$ cat src/adcc_defs.svh
// constants for the converter control block: positions, reset values, timing
`ifndef ADCC_DEFS_SVH
`define ADCC_DEFS_SVH
`define ADCC_RES_BITS       10
`define ADCC_NUM_EXT_CH     6
`define ADCC_CONV_PERIODS   13
`define ADCC_CH_BIAS        4'hF
`define ADCC_HI_CKSEL_MSB   7
`define ADCC_HI_CKSEL_LSB   6
`define ADCC_HI_BYTE_BIT    5
`define ADCC_CH_RST         4'h0
`define ADCC_CKSEL_RST      2'h0
`define ADCC_BYTE_RST       1'b0
`define ADCC_DONE_RST       1'b0
`define ADCC_IRQ_RST        1'b0
`define ADCC_CLK_PERIOD_NS  50
`define ADCC_MIN_CONV_CLK_NS 1000
`define ADCC_MIN_CONV_CLK_CYC ((`ADCC_MIN_CONV_CLK_NS + `ADCC_CLK_PERIOD_NS - 1) / `ADCC_CLK_PERIOD_NS)
`endif

$ cat src/adcc_pkg.sv
// types shared by the converter control block
package adcc_pkg;
	// successive approximation sequencer states, one-hot
	typedef enum logic [3:0] {
		ADCC_IDLE   = 4'h1,
		ADCC_SAMPLE = 4'h2,
		ADCC_DECIDE = 4'h4,
		ADCC_FINISH = 4'h8
	} adcc_state_t;
endpackage

$ cat src/adcc_sar_core.sv
// successive approximation sequencer stepped by converter clock ticks
`timescale 1ns/1ps
`default_nettype none
module adcc_sar_core #(
	parameter int RES   = 10,
	parameter int STEPS = 13
) (
	input  wire logic           clk_sys,
	input  wire logic           rst_b,
	input  wire logic           start,
	input  wire logic           tick,
	input  wire logic           comp_hi,
	output logic                busy,
	output logic                sample_hold,
	output logic [RES-1:0]      trial_code,
	output logic [RES-1:0]      result,
	output logic                done
);
	localparam int SW = $clog2(STEPS);

	// one sample step, one step per bit, the rest settles
	if (STEPS < RES + 2)
	begin : g_chk
		$error("adcc_sar_core: STEPS too small for RES");
	end

	adcc_pkg::adcc_state_t state_r, state_nxt;  // sequencer state
	logic [SW-1:0]  step_r, step_nxt;           // converter periods used
	logic [RES-1:0] code_r, code_nxt;           // trial code under test
	logic [RES-1:0] mask_r, mask_nxt;           // bit being decided
	logic [RES-1:0] result_r, result_nxt;       // last finished code
	logic           done_r, done_nxt;           // completion pulse
	logic [RES-1:0] kept;                       // code after current decision

	// next state: one converter period per step
	always_comb
	begin
		state_nxt  = state_r;
		step_nxt   = step_r;
		code_nxt   = code_r;
		mask_nxt   = mask_r;
		result_nxt = result_r;
		done_nxt   = 1'b0;
		kept       = comp_hi ? code_r : (code_r & ~mask_r);
		if (start)
		begin
			// a new start aborts any conversion under way
			state_nxt = adcc_pkg::ADCC_SAMPLE;
			step_nxt  = '0;
			code_nxt  = '0;
			mask_nxt  = {1'b1, {(RES-1){1'b0}}};
		end
		else if (tick)
		begin
			case (state_r)
				adcc_pkg::ADCC_SAMPLE:
				begin
					state_nxt = adcc_pkg::ADCC_DECIDE;
					step_nxt  = step_r + SW'(1);
					code_nxt  = mask_r;
				end
				adcc_pkg::ADCC_DECIDE:
				begin
					// keep the trial bit only when input is at or above it
					step_nxt = step_r + SW'(1);
					mask_nxt = mask_r >> 1;
					code_nxt = kept | (mask_r >> 1);
					if (mask_r[0])
					begin
						state_nxt = adcc_pkg::ADCC_FINISH;
					end
				end
				adcc_pkg::ADCC_FINISH:
				begin
					if (step_r == SW'(STEPS - 1))
					begin
						// thirteenth period ends the conversion
						state_nxt  = adcc_pkg::ADCC_IDLE;
						result_nxt = code_r;
						done_nxt   = 1'b1;
					end
					else
					begin
						step_nxt = step_r + SW'(1);
					end
				end
				adcc_pkg::ADCC_IDLE:
				begin
					state_nxt = adcc_pkg::ADCC_IDLE;
				end
				default:
				begin
					state_nxt = adcc_pkg::ADCC_IDLE;
				end
			endcase
		end
	end

	// sequencer registers
	always_ff @(posedge clk_sys or negedge rst_b)
	begin
		if (!rst_b)
		begin
			state_r  <= adcc_pkg::ADCC_IDLE;
			step_r   <= '0;
			code_r   <= '0;
			mask_r   <= '0;
			result_r <= '0;
			done_r   <= 1'b0;
		end
		else
		begin
			state_r  <= state_nxt;
			step_r   <= step_nxt;
			code_r   <= code_nxt;
			mask_r   <= mask_nxt;
			result_r <= result_nxt;
			done_r   <= done_nxt;
		end
	end

	assign busy        = (state_r != adcc_pkg::ADCC_IDLE);
	assign sample_hold = (state_r == adcc_pkg::ADCC_SAMPLE);
	assign trial_code  = code_r;
	assign result      = result_r;
	assign done        = done_r;
endmodule
`default_nettype wire

$ cat src/adcc_conversion_control.sv
// control logic of the ten-bit successive approximation converter
//
// Summary of operation
// - convert selected input to ten bits by approximation
// - six external inputs muxed into one sample-hold
// - channel all ones selects internal bias reference
// - start bit begins conversion, clears after one cycle
// - normal mode: ten bits across high and low
// - byte mode: eight-bit result in low register
// - completion loads result, sets done and interrupt
// - done reads zero while converting, set when finished
// - conversion lasts exactly thirteen converter clock periods
// - high register top two bits select converter clock
`include "adcc_defs.svh"
`timescale 1ns/1ps
`default_nettype none
module adcc_conversion_control #(
	parameter int DIV0 = `ADCC_MIN_CONV_CLK_CYC,
	parameter int DIV1 = 2 * `ADCC_MIN_CONV_CLK_CYC,
	parameter int DIV2 = 4 * `ADCC_MIN_CONV_CLK_CYC,
	parameter int DIV3 = 8 * `ADCC_MIN_CONV_CLK_CYC
) (
	input  wire logic                      clk_sys,
	input  wire logic                      rst_b,
	input  wire logic                      ctrl_wr,
	input  wire logic                      ctrl_wr_start,
	input  wire logic [3:0]                ctrl_wr_channel,
	input  wire logic                      high_wr,
	input  wire logic [1:0]                high_wr_clk_sel,
	input  wire logic                      high_wr_byte_mode,
	input  wire logic                      irq_clear,
	input  wire logic                      comp_hi,
	output logic                           conversion_start_bit,
	output logic [3:0]                     channel_select,
	output logic                           conversion_done_status,
	output logic                           conversion_irq_flag,
	output logic [7:0]                     result_high_reg,
	output logic [7:0]                     result_low_reg,
	output logic [`ADCC_NUM_EXT_CH-1:0]    analog_input_sel,
	output logic                           bias_ref_sel,
	output logic                           sample_hold,
	output logic [`ADCC_RES_BITS-1:0]      dac_code,
	output logic                           converter_clock
);
	localparam int RES = `ADCC_RES_BITS;
	localparam int PW  = 16;

	// dividers must give a real period and fit the prescaler
	if (DIV0 < 2 || DIV1 < 2 || DIV2 < 2 || DIV3 < 2 ||
	    DIV0 >= 65536 || DIV1 >= 65536 || DIV2 >= 65536 || DIV3 >= 65536)
	begin : g_chk
		$error("adcc_conversion_control: divider out of range");
	end

	logic           start_r, start_nxt;         // self-clearing start bit
	logic [3:0]     chan_r, chan_nxt;           // input channel field
	logic [1:0]     cksel_r, cksel_nxt;         // converter clock select
	logic           byte_r, byte_nxt;           // eight-bit result mode
	logic [PW-1:0]  pcnt_r, pcnt_nxt;           // prescaler count
	logic           tick_r, tick_nxt;           // end of one converter period
	logic           done_st_r, done_st_nxt;     // conversion finished status
	logic           irq_r, irq_nxt;             // conversion interrupt flag
	logic [7:0]     hi_r, hi_nxt;               // high result register image
	logic [7:0]     lo_r, lo_nxt;               // low result register image
	logic [PW-1:0]  div_sel;                    // selected division ratio
	logic           busy;                       // sequencer is converting
	logic           conv_done;                  // completion pulse from sequencer
	logic [RES-1:0] conv_result;                // held conversion code

	// control field: start bit lives one cycle, channel holds
	always_comb
	begin
		start_nxt = 1'b0; // hardware clears it after one cycle
		chan_nxt  = chan_r;
		if (ctrl_wr)
		begin
			start_nxt = ctrl_wr_start; // writing one begins a conversion
			chan_nxt  = ctrl_wr_channel;
		end
	end

	always_ff @(posedge clk_sys or negedge rst_b)
	begin
		if (!rst_b)
		begin
			start_r <= 1'b0;
			chan_r  <= `ADCC_CH_RST;
		end
		else
		begin
			start_r <= start_nxt;
			chan_r  <= chan_nxt;
		end
	end

	// configuration bits held in the high result register
	always_comb
	begin
		cksel_nxt = cksel_r;
		byte_nxt  = byte_r;
		if (high_wr)
		begin
			cksel_nxt = high_wr_clk_sel;
			byte_nxt  = high_wr_byte_mode;
		end
	end

	always_ff @(posedge clk_sys or negedge rst_b)
	begin
		if (!rst_b)
		begin
			cksel_r <= `ADCC_CKSEL_RST;
			byte_r  <= `ADCC_BYTE_RST;
		end
		else
		begin
			cksel_r <= cksel_nxt;
			byte_r  <= byte_nxt;
		end
	end

	// input mux: one enable per external pin, bias on all ones
	genvar gi;
	generate
		for (gi = 0; gi < `ADCC_NUM_EXT_CH; gi++)
		begin : g_mux
			assign analog_input_sel[gi] = (chan_r == 4'(gi));
		end
	endgenerate
	// unused codes select nothing, so no pin is loaded by accident
	assign bias_ref_sel = (chan_r == `ADCC_CH_BIAS);

	// prescaler ratio chosen by the clock select field
	always_comb
	begin
		case (cksel_r)
			2'h0:    div_sel = PW'(DIV0);
			2'h1:    div_sel = PW'(DIV1);
			2'h2:    div_sel = PW'(DIV2);
			2'h3:    div_sel = PW'(DIV3);
			default: div_sel = PW'(DIV0);
		endcase
	end

	// prescaler restarts with each start so the first period is whole
	always_comb
	begin
		pcnt_nxt = pcnt_r + PW'(1);
		tick_nxt = 1'b0;
		if (start_r)
		begin
			pcnt_nxt = '0; // aligns periods to the start request
		end
		else if (pcnt_r >= div_sel - PW'(1))
		begin
			// >= also recovers when the ratio shrinks mid count
			pcnt_nxt = '0;
			tick_nxt = 1'b1;
		end
	end

	always_ff @(posedge clk_sys or negedge rst_b)
	begin
		if (!rst_b)
		begin
			pcnt_r <= '0;
			tick_r <= 1'b0;
		end
		else
		begin
			pcnt_r <= pcnt_nxt;
			tick_r <= tick_nxt;
		end
	end

	// approximation sequencer on the sample-hold output
	adcc_sar_core #(
		.RES   (RES),
		.STEPS (`ADCC_CONV_PERIODS)
	) u_sar (
		.clk_sys     (clk_sys),
		.rst_b       (rst_b),
		.start       (start_r),
		.tick        (tick_r && !start_r),
		.comp_hi     (comp_hi),
		.busy        (busy),
		.sample_hold (sample_hold),
		.trial_code  (dac_code),
		.result      (conv_result),
		.done        (conv_done)
	);

	// status: done clears on start, interrupt set beats clear
	always_comb
	begin
		done_st_nxt = done_st_r;
		irq_nxt     = irq_r;
		if (conv_done)
		begin
			done_st_nxt = 1'b1; // set together with the result load
		end
		if (start_r)
		begin
			done_st_nxt = 1'b0; // a new conversion is in progress
		end
		if (irq_clear)
		begin
			irq_nxt = 1'b0;
		end
		if (conv_done)
		begin
			irq_nxt = 1'b1;
		end
	end

	always_ff @(posedge clk_sys or negedge rst_b)
	begin
		if (!rst_b)
		begin
			done_st_r <= `ADCC_DONE_RST;
			irq_r     <= `ADCC_IRQ_RST;
		end
		else
		begin
			done_st_r <= done_st_nxt;
			irq_r     <= irq_nxt;
		end
	end

	// result images; the code only changes on completion
	always_comb
	begin
		hi_nxt = 8'h00;
		hi_nxt[`ADCC_HI_CKSEL_MSB:`ADCC_HI_CKSEL_LSB] = cksel_nxt;
		hi_nxt[`ADCC_HI_BYTE_BIT] = byte_nxt;
		if (byte_nxt)
		begin
			lo_nxt = conv_result[RES-1:RES-8]; // whole byte in low register
		end
		else
		begin
			hi_nxt[1:0] = conv_result[RES-1:8];
			lo_nxt      = conv_result[7:0];
		end
	end

	// images load every cycle: the code moves on the done pulse, the layout on high register writes
	always_ff @(posedge clk_sys or negedge rst_b)
	begin
		if (!rst_b)
		begin
			hi_r <= 8'h00;
			lo_r <= 8'h00;
		end
		else
		begin
			hi_r <= hi_nxt;
			lo_r <= lo_nxt;
		end
	end

	assign conversion_start_bit   = start_r;
	assign channel_select         = chan_r;
	assign conversion_done_status = done_st_r && !busy;
	assign conversion_irq_flag    = irq_r;
	assign result_high_reg        = hi_r;
	assign result_low_reg         = lo_r;
	assign converter_clock        = tick_r;
endmodule
`default_nettype wire

$ cat config.mk
export PLATFORM = sky130hd
export DESIGN_NAME = adcc_conversion_control
export DESIGN_NICKNAME = d
export VERILOG_FILES = /design/src/adcc_pkg.sv /design/src/adcc_sar_core.sv /design/src/adcc_conversion_control.sv
export VERILOG_INCLUDE_DIRS = /design/src
export SDC_FILE = /design/constraint.sdc
export NUM_CORES = 1
export LEC_CHECK = 0
export ABC_AREA = 0
export BUFFER_PORTS_ARGS = -buffer_cell sky130_fd_sc_hd__buf_2
export CORE_MARGIN = 5
export CORE_UTILIZATION = 45
export CTS_BUF_LIST = sky130_fd_sc_hd__clkbuf_4
export CTS_CLUSTER_DIAMETER = 120
export DETAILED_ROUTE_END_ITERATION = 16
export GPL_ROUTABILITY_DRIVEN = 0
export GPL_TIMING_DRIVEN = 0
export PLACE_DENSITY = 0.76
export SLEW_MARGIN = 20
export SYNTH_ARGS = -nofsm -noshare
export SYNTH_HDL_FRONTEND = slang
export SYNTH_SLANG_ARGS = --single-unit
export TNS_END_PERCENT = 50
$ cat constraint.sdc
create_clock -name clk_sys -period 4.8 [get_ports clk_sys]
set_input_delay 0.24 -clock clk_sys [delete_from_list [all_inputs] [get_ports clk_sys]]
set_output_delay 0.24 -clock clk_sys [all_outputs]
set_load 0.02 [all_outputs]
**After elaboration in Yosys (flattened, before gate mapping)**

Index checks and enable logic that the tools add are counted.

- Flip-flop bits (word level): 79
- Output and inout bits: 42
- Word-level logic and storage cells: 93

- Add/sub/neg operators: 3
- Order comparisons: 1
- Equal/unequal tests: 17
- Mux-type cells: 34
- Bitwise logic cells: 4
- Reductions and logical operators: 18

Operators with widths:

| cell | number |
|---|---|
| $pmux W16 S4 | 1 |
| $mux W10 | 6 |
| $mux W16 | 2 |
| $mux W4 | 7 |
| $pmux W10 S2 | 1 |
| $add A16 B1 Y16 const B | 1 |
| $ge A16 B16 Y1 | 1 |
| $sub A16 B1 Y16 const B | 1 |
| $eq A4 B2 Y1 const B | 3 |
| $eq A4 B3 Y1 const B | 3 |
| $eq A4 B4 Y1 const B | 3 |
| $mux W1 | 12 |
| $pmux W4 S3 | 1 |
| $and A10 B10 Y10 | 1 |
| $not A10 Y10 | 1 |
| $or A10 B9 Y10 | 1 |
| $mux W8 | 1 |
| $pmux W4 S2 | 1 |
| $reduce_bool A2 Y1 | 4 |
| $ne A3 B2 Y1 const B | 2 |
| $reduce_and A3 Y1 | 2 |
| $reduce_bool A3 Y1 | 2 |
| $add A4 B1 Y4 const B | 1 |
| $eq A2 B2 Y1 const B | 2 |
| 13 further kinds | 17 |

**Depth between registers and ports, before layout**

- Depth in word-level cells: 7
- Mapped depth: 8
- Mapped depth without buffers: 8

**Modules after synthesis**

A second synthesis with hierarchy kept.

- Cells, all modules: 335
- Area total of the unflattened synthesis: 3653.5 um^2

Modules (own cells, without submodules):

| module | times used | cells each | area an instance (um^2) |
|---|---|---|---|
| adcc_sar_core | 1 | 197 | 2025.7 |
| adcc_conversion_control | 1 | 138 | 1627.8 |

**Least setup slack after synthesis**

Ideal clock, no wire load.

- Path type: register -> register
- Start: reg u_sar.state_r[1]
- End: reg u_sar.result_r[0] (netlist: u_sar.result[0])
- Setup time: 125 ps
- Arrival: 1829 ps
- Required time: 4675 ps
- Setup slack: 2847 ps
- Cell stages (with the launch flop): 5
- Path buffers: 1
- Period minus slack after synthesis: 1953 ps
- Cell sequence: dfrtp_1 buf_6 or4b_4 nor4_4 mux2_2

- Longest elaborated chain between the ends: 2

Ends and longest elaborated chain:

| what | line | RTL |
|---|---|---|
| from (decl) | adcc_sar_core.sv:27 | `adcc_pkg::adcc_state_t state_r, state_nxt;` |
| from (signal assigned) | adcc_sar_core.sv:104 | `state_r <= adcc_pkg::ADCC_IDLE;` |
| from (signal assigned) | adcc_sar_core.sv:113 | `state_r <= state_nxt;` |
| $eq A4 B4 Y1 | adcc_sar_core.sv:55 | `case (state_r)` |
| $reduce_and A4 Y1 (no line) | - |  |
| to (signal assigned) | adcc_sar_core.sv:117 | `result_r <= result_nxt;` |
| to (decl) | adcc_sar_core.sv:31 | `logic [RES-1:0] result_r, result_nxt;` |

Every way passes these cells.
A chain may end at the register's enable or synchronous reset.

**Worst setup path after layout**

- Start: reg u_sar.state_r[1]
- End: reg u_sar.result_r[8] (netlist: u_sar.result[8])

The elaborated chain is that of the path after synthesis.

==> results.sh <==
export IMPL_post_drt_wl_per_cell_microns=13.9
export IMPL_p_per_area_nw_per_um2=325
export IMPL_synth_seq_area_share=0.540
export IMPL_ys_flop_type="sky130_fd_sc_hd__dfrtp_1"
export IMPL_cp_start_kind="flop"
export IMPL_power_switching_mw=0.451
export IMPL_final_net_count=426
export IMPL_post_synth_top_area_fraction=0.533
export IMPL_numCtsBuffers=9
export IMPL_setup_slack_on_the_worst_flop_to_flop_path_ns=2.62
export IMPL_yosysTopAreaCell="sky130_fd_sc_hd__dfrtp_1"
export IMPL_tns_ns=0
export IMPL_outcome="completed"
export IMPL_power_frac_comb=0.185
export IMPL_timing_critical_path_fanout_max=10
export IMPL_dp_final_hpwl_microns=5180
export IMPL_setup_viol=0
export IMPL_max_cap_violations=0
export IMPL_power_share_clock=0.270
export IMPL_placement_io_buffers=51
export IMPL_required_ns=5.14
export IMPL_largest_register_ff_count=16
export IMPL_stdcell_count=506
export IMPL_static_leakage_power_nw=2.00
export IMPL_drt_first_iter_violations=225
export IMPL_synth_seq_cells=76
export IMPL_cts_htree_levels=3
export IMPL_layout_drive_gt1_share=0.260
export IMPL_hold_violations=0
export IMPL_layout_min_cycle_time_ns=2.18
export IMPL_cts_num_sinks=76
export IMPL_cts_max_path_bufs=2
export IMPL_worst_slew_pin_transition_ns=0.733
export IMPL_grt_use_total=0.154
export IMPL_final_max_slew_viol_count=0
export IMPL_post_route_cell_area_sq_um=4150
export IMPL_skew_ns=0.0207
export IMPL_remaining_drc_errors=0
export IMPL_postSynth_asyncResetShare=1.00
export IMPL_detail_route_antenna_nets=0
export IMPL_dr_vias=2614
export IMPL_grt_pass1_vias=2589
export IMPL_worst_slack_ns=2.62
export IMPL_dpl_worst_slack_ns=2.64
export IMPL_internal_power_mw=0.899
export IMPL_worst_endpoint_arrival_ns=2.52
export IMPL_final_period_utilization=0.454
export IMPL_synth_lib_cells_used_distinct=45
export IMPL_drt_pass1_iter_count=4
export IMPL_core_sq_um=7690
export IMPL_synthesis_yosys_warnings=0
export IMPL_crit_type="reg2reg"
export IMPL_cts_tree="yes"
export IMPL_clkTransAtPathRegs_ns=0.15
export IMPL_synth_area_per_cell_sq_um=10.9
export IMPL_synth_edf_count=0
export IMPL_power_switching_share=0.334
export IMPL_clock_fmax_ghz=0.459
export IMPL_insertedDiodeCount=0
export IMPL_place_inst=485
export IMPL_synthesis_instances=322
export IMPL_grt_pass1_wl_microns=12200
export IMPL_gr_total_overflow=0
export IMPL_design_portCount=56
export IMPL_mappedNetlistArea_sq_um=3520
export IMPL_report_power_total_mw=1.35
export IMPL_floorplan_initialDensity=0.458
export IMPL_grt_max_degree=46
export IMPL_irDropWorstVdd_v=0.000119
export IMPL_worst_hold_check_path_type="in2reg"
export IMPL_clock_insertion_delay_worst_skew_ns=0.43
export IMPL_cell_with_the_most_instances_after_synthesis="sky130_fd_sc_hd__dfrtp_1"
export IMPL_floorplan_die_height_microns=98.5
export IMPL_core_rowCount=32
export IMPL_rsz0062_at_grt="false"
export IMPL_grt_antenna_before_repair=0
export IMPL_slew_headroom=0.508
export IMPL_ys_top_cells_by_area="sky130_fd_sc_hd__dfrtp_1 (53%), sky130_fd_sc_hd__mux2_2 (7.7%), sky130_fd_sc_hd__ha_1 (4.6%)"
export IMPL_yosys_top_cells_count="sky130_fd_sc_hd__dfrtp_1 (75), sky130_fd_sc_hd__nand2_1 (36), sky130_fd_sc_hd__mux2_2 (24)"
export IMPL_cts_root_buffer="sky130_fd_sc_hd__clkbuf_4"
export IMPL_dpl_cell_area_sq_um=3960
export IMPL_postRouteWirelength_microns=7020
export IMPL_area_growth_synth_to_final_pct=17.7
export IMPL_max_flop_register="pcnt_r"
export IMPL_die_width_microns=98.5
export IMPL_seq_power_share=0.545
export IMPL_floorplan_die_area_sq_um=9700
export IMPL_via_density_per_instance=5.17
export IMPL_crit_path_end_kind="flop"
## path summary, 6_finish.rpt
path / start / endpoint / depth (start not counted)
worst max-delay path: u_sar.state_r[1] / u_sar.result[8] / 4
worst min-delay path: ctrl_wr_channel[1] / channel_select[1] / 2
worst max register to register: u_sar.state_r[1] / u_sar.result[8] / 4
worst min register to register: u_sar.done / conversion_irq_flag / 1
max in group asynchronous: rst_b / u_sar.state_r[0] / 3
min in group asynchronous: rst_b / result_low_reg[6] / 2
## stage by stage
step / utilization / hold WS (ns)
3_5_place_dp: 0.515 / 0.212
5_1_grt: 0.540 / 0.00233
3_3_place_gp: 0.513 / 0.451
2_1_floorplan: - / -0.0556
4_1_cts: 0.537 / 0.00186
6_report: 0.540 / 0.0399
## per-layer routing
metal | global-route usage | share of wire
met5 | 0 | 0
met4 | 0.0410 | 0.013
met3 | 0.0460 | 0.060
met2 | 0.254 | 0.50
met1 | 0.199 | 0.42
## cells by family after synthesis
kind of cell             share of synthesized area
multiplexers                                0.0824
XOR/XNOR                                    0.0249
buffers and inverters                       0.0401
AO/OA/AOI/OAI                                0.117
flip-flops                                   0.540
adder cells (fa/ha/maj)                     0.0462
AND/OR/NAND/NOR                              0.148
other                                      0.00106
## critical path, cell delays in order (launching register included)
cell                      delay, ns
sky130_fd_sc_hd__dfrtp_1       0.40
sky130_fd_sc_hd__buf_6         0.14
sky130_fd_sc_hd__or4b_4        0.57
sky130_fd_sc_hd__nor4_4        0.57
sky130_fd_sc_hd__mux2_2        0.42
## layout by cell type, fill, tap and decap left out, types with 2 or more instances in the layout
| master | count |
|---|---|
| sky130_fd_sc_hd__nor2_1 | 17 |
| sky130_fd_sc_hd__nand4_1 | 3 |
| sky130_fd_sc_hd__inv_1 | 14 |
| sky130_fd_sc_hd__a211oi_1 | 9 |
| sky130_fd_sc_hd__clkbuf_4 | 9 |
| sky130_fd_sc_hd__nor4_1 | 4 |
| sky130_fd_sc_hd__nand2_1 | 36 |
| sky130_fd_sc_hd__o31ai_1 | 9 |
| sky130_fd_sc_hd__a21oi_1 | 12 |
| sky130_fd_sc_hd__nand3_1 | 6 |
| sky130_fd_sc_hd__a31oi_1 | 3 |
| sky130_fd_sc_hd__mux2_2 | 24 |
| sky130_fd_sc_hd__nor3_1 | 9 |
| sky130_fd_sc_hd__nor4b_1 | 3 |
| sky130_fd_sc_hd__o211ai_1 | 2 |
| sky130_fd_sc_hd__inv_6 | 4 |
| sky130_fd_sc_hd__buf_2 | 52 |
| sky130_fd_sc_hd__a21o_1 | 6 |
| sky130_fd_sc_hd__and3_1 | 2 |
| sky130_fd_sc_hd__clkbuf_1 | 9 |
| sky130_fd_sc_hd__a2bb2oi_1 | 2 |
| sky130_fd_sc_hd__and2_1 | 3 |
| sky130_fd_sc_hd__nand2b_1 | 11 |
| sky130_fd_sc_hd__nor2b_1 | 2 |
| sky130_fd_sc_hd__dfrtp_1 | 75 |
| sky130_fd_sc_hd__ha_1 | 13 |
| sky130_fd_sc_hd__dlygate4sd3_1 | 5 |
| sky130_fd_sc_hd__o21ai_0 | 14 |
| sky130_fd_sc_hd__mux2i_1 | 2 |
| sky130_fd_sc_hd__conb_1 | 10 |
| sky130_fd_sc_hd__xor2_1 | 4 |
| sky130_fd_sc_hd__xnor2_1 | 6 |
| sky130_fd_sc_hd__buf_4 | 5 |
## layout make-up
type | count | area [sq um]
inverters | 14 | 52.6
flip-flops and latches | 76 | 1900
clock inverters | 7 | 67.6
repair buffers | 57 | 328
multi-input cells | 224 | 1510
clock buffers | 9 | 67.6
fillers | 709 | 3540
plain buffers | 17 | 88.8
well taps | 102 | 128
## what timing repair did
| item | 4_1_cts | 5_1_grt |
|---|---|---|
| hold buffers | 3 | 2 |
| resized for setup | 0 | 0 |
| endpoints found under the hold margin | 33 | 2 |
| buffers inserted | 0 | 0 |
## power groups by stage
| stage | clock [mW] | combinational, mW | sequential, mW |
|---|---|---|---|
| 6_report | 0.365 | 0.250 | 0.735 |
| 5_1_grt | 0.411 | 0.279 | 0.742 |
| 4_1_cts | 0.384 | 0.251 | 0.735 |
| 3_5_place_dp | 0 | 0.248 | 0.747 |
| 3_3_place_gp | 0 | 0.237 | 0.745 |
| 2_1_floorplan | 0 | 0.141 | 0.760 |
(Power assumes the default switching activity.)
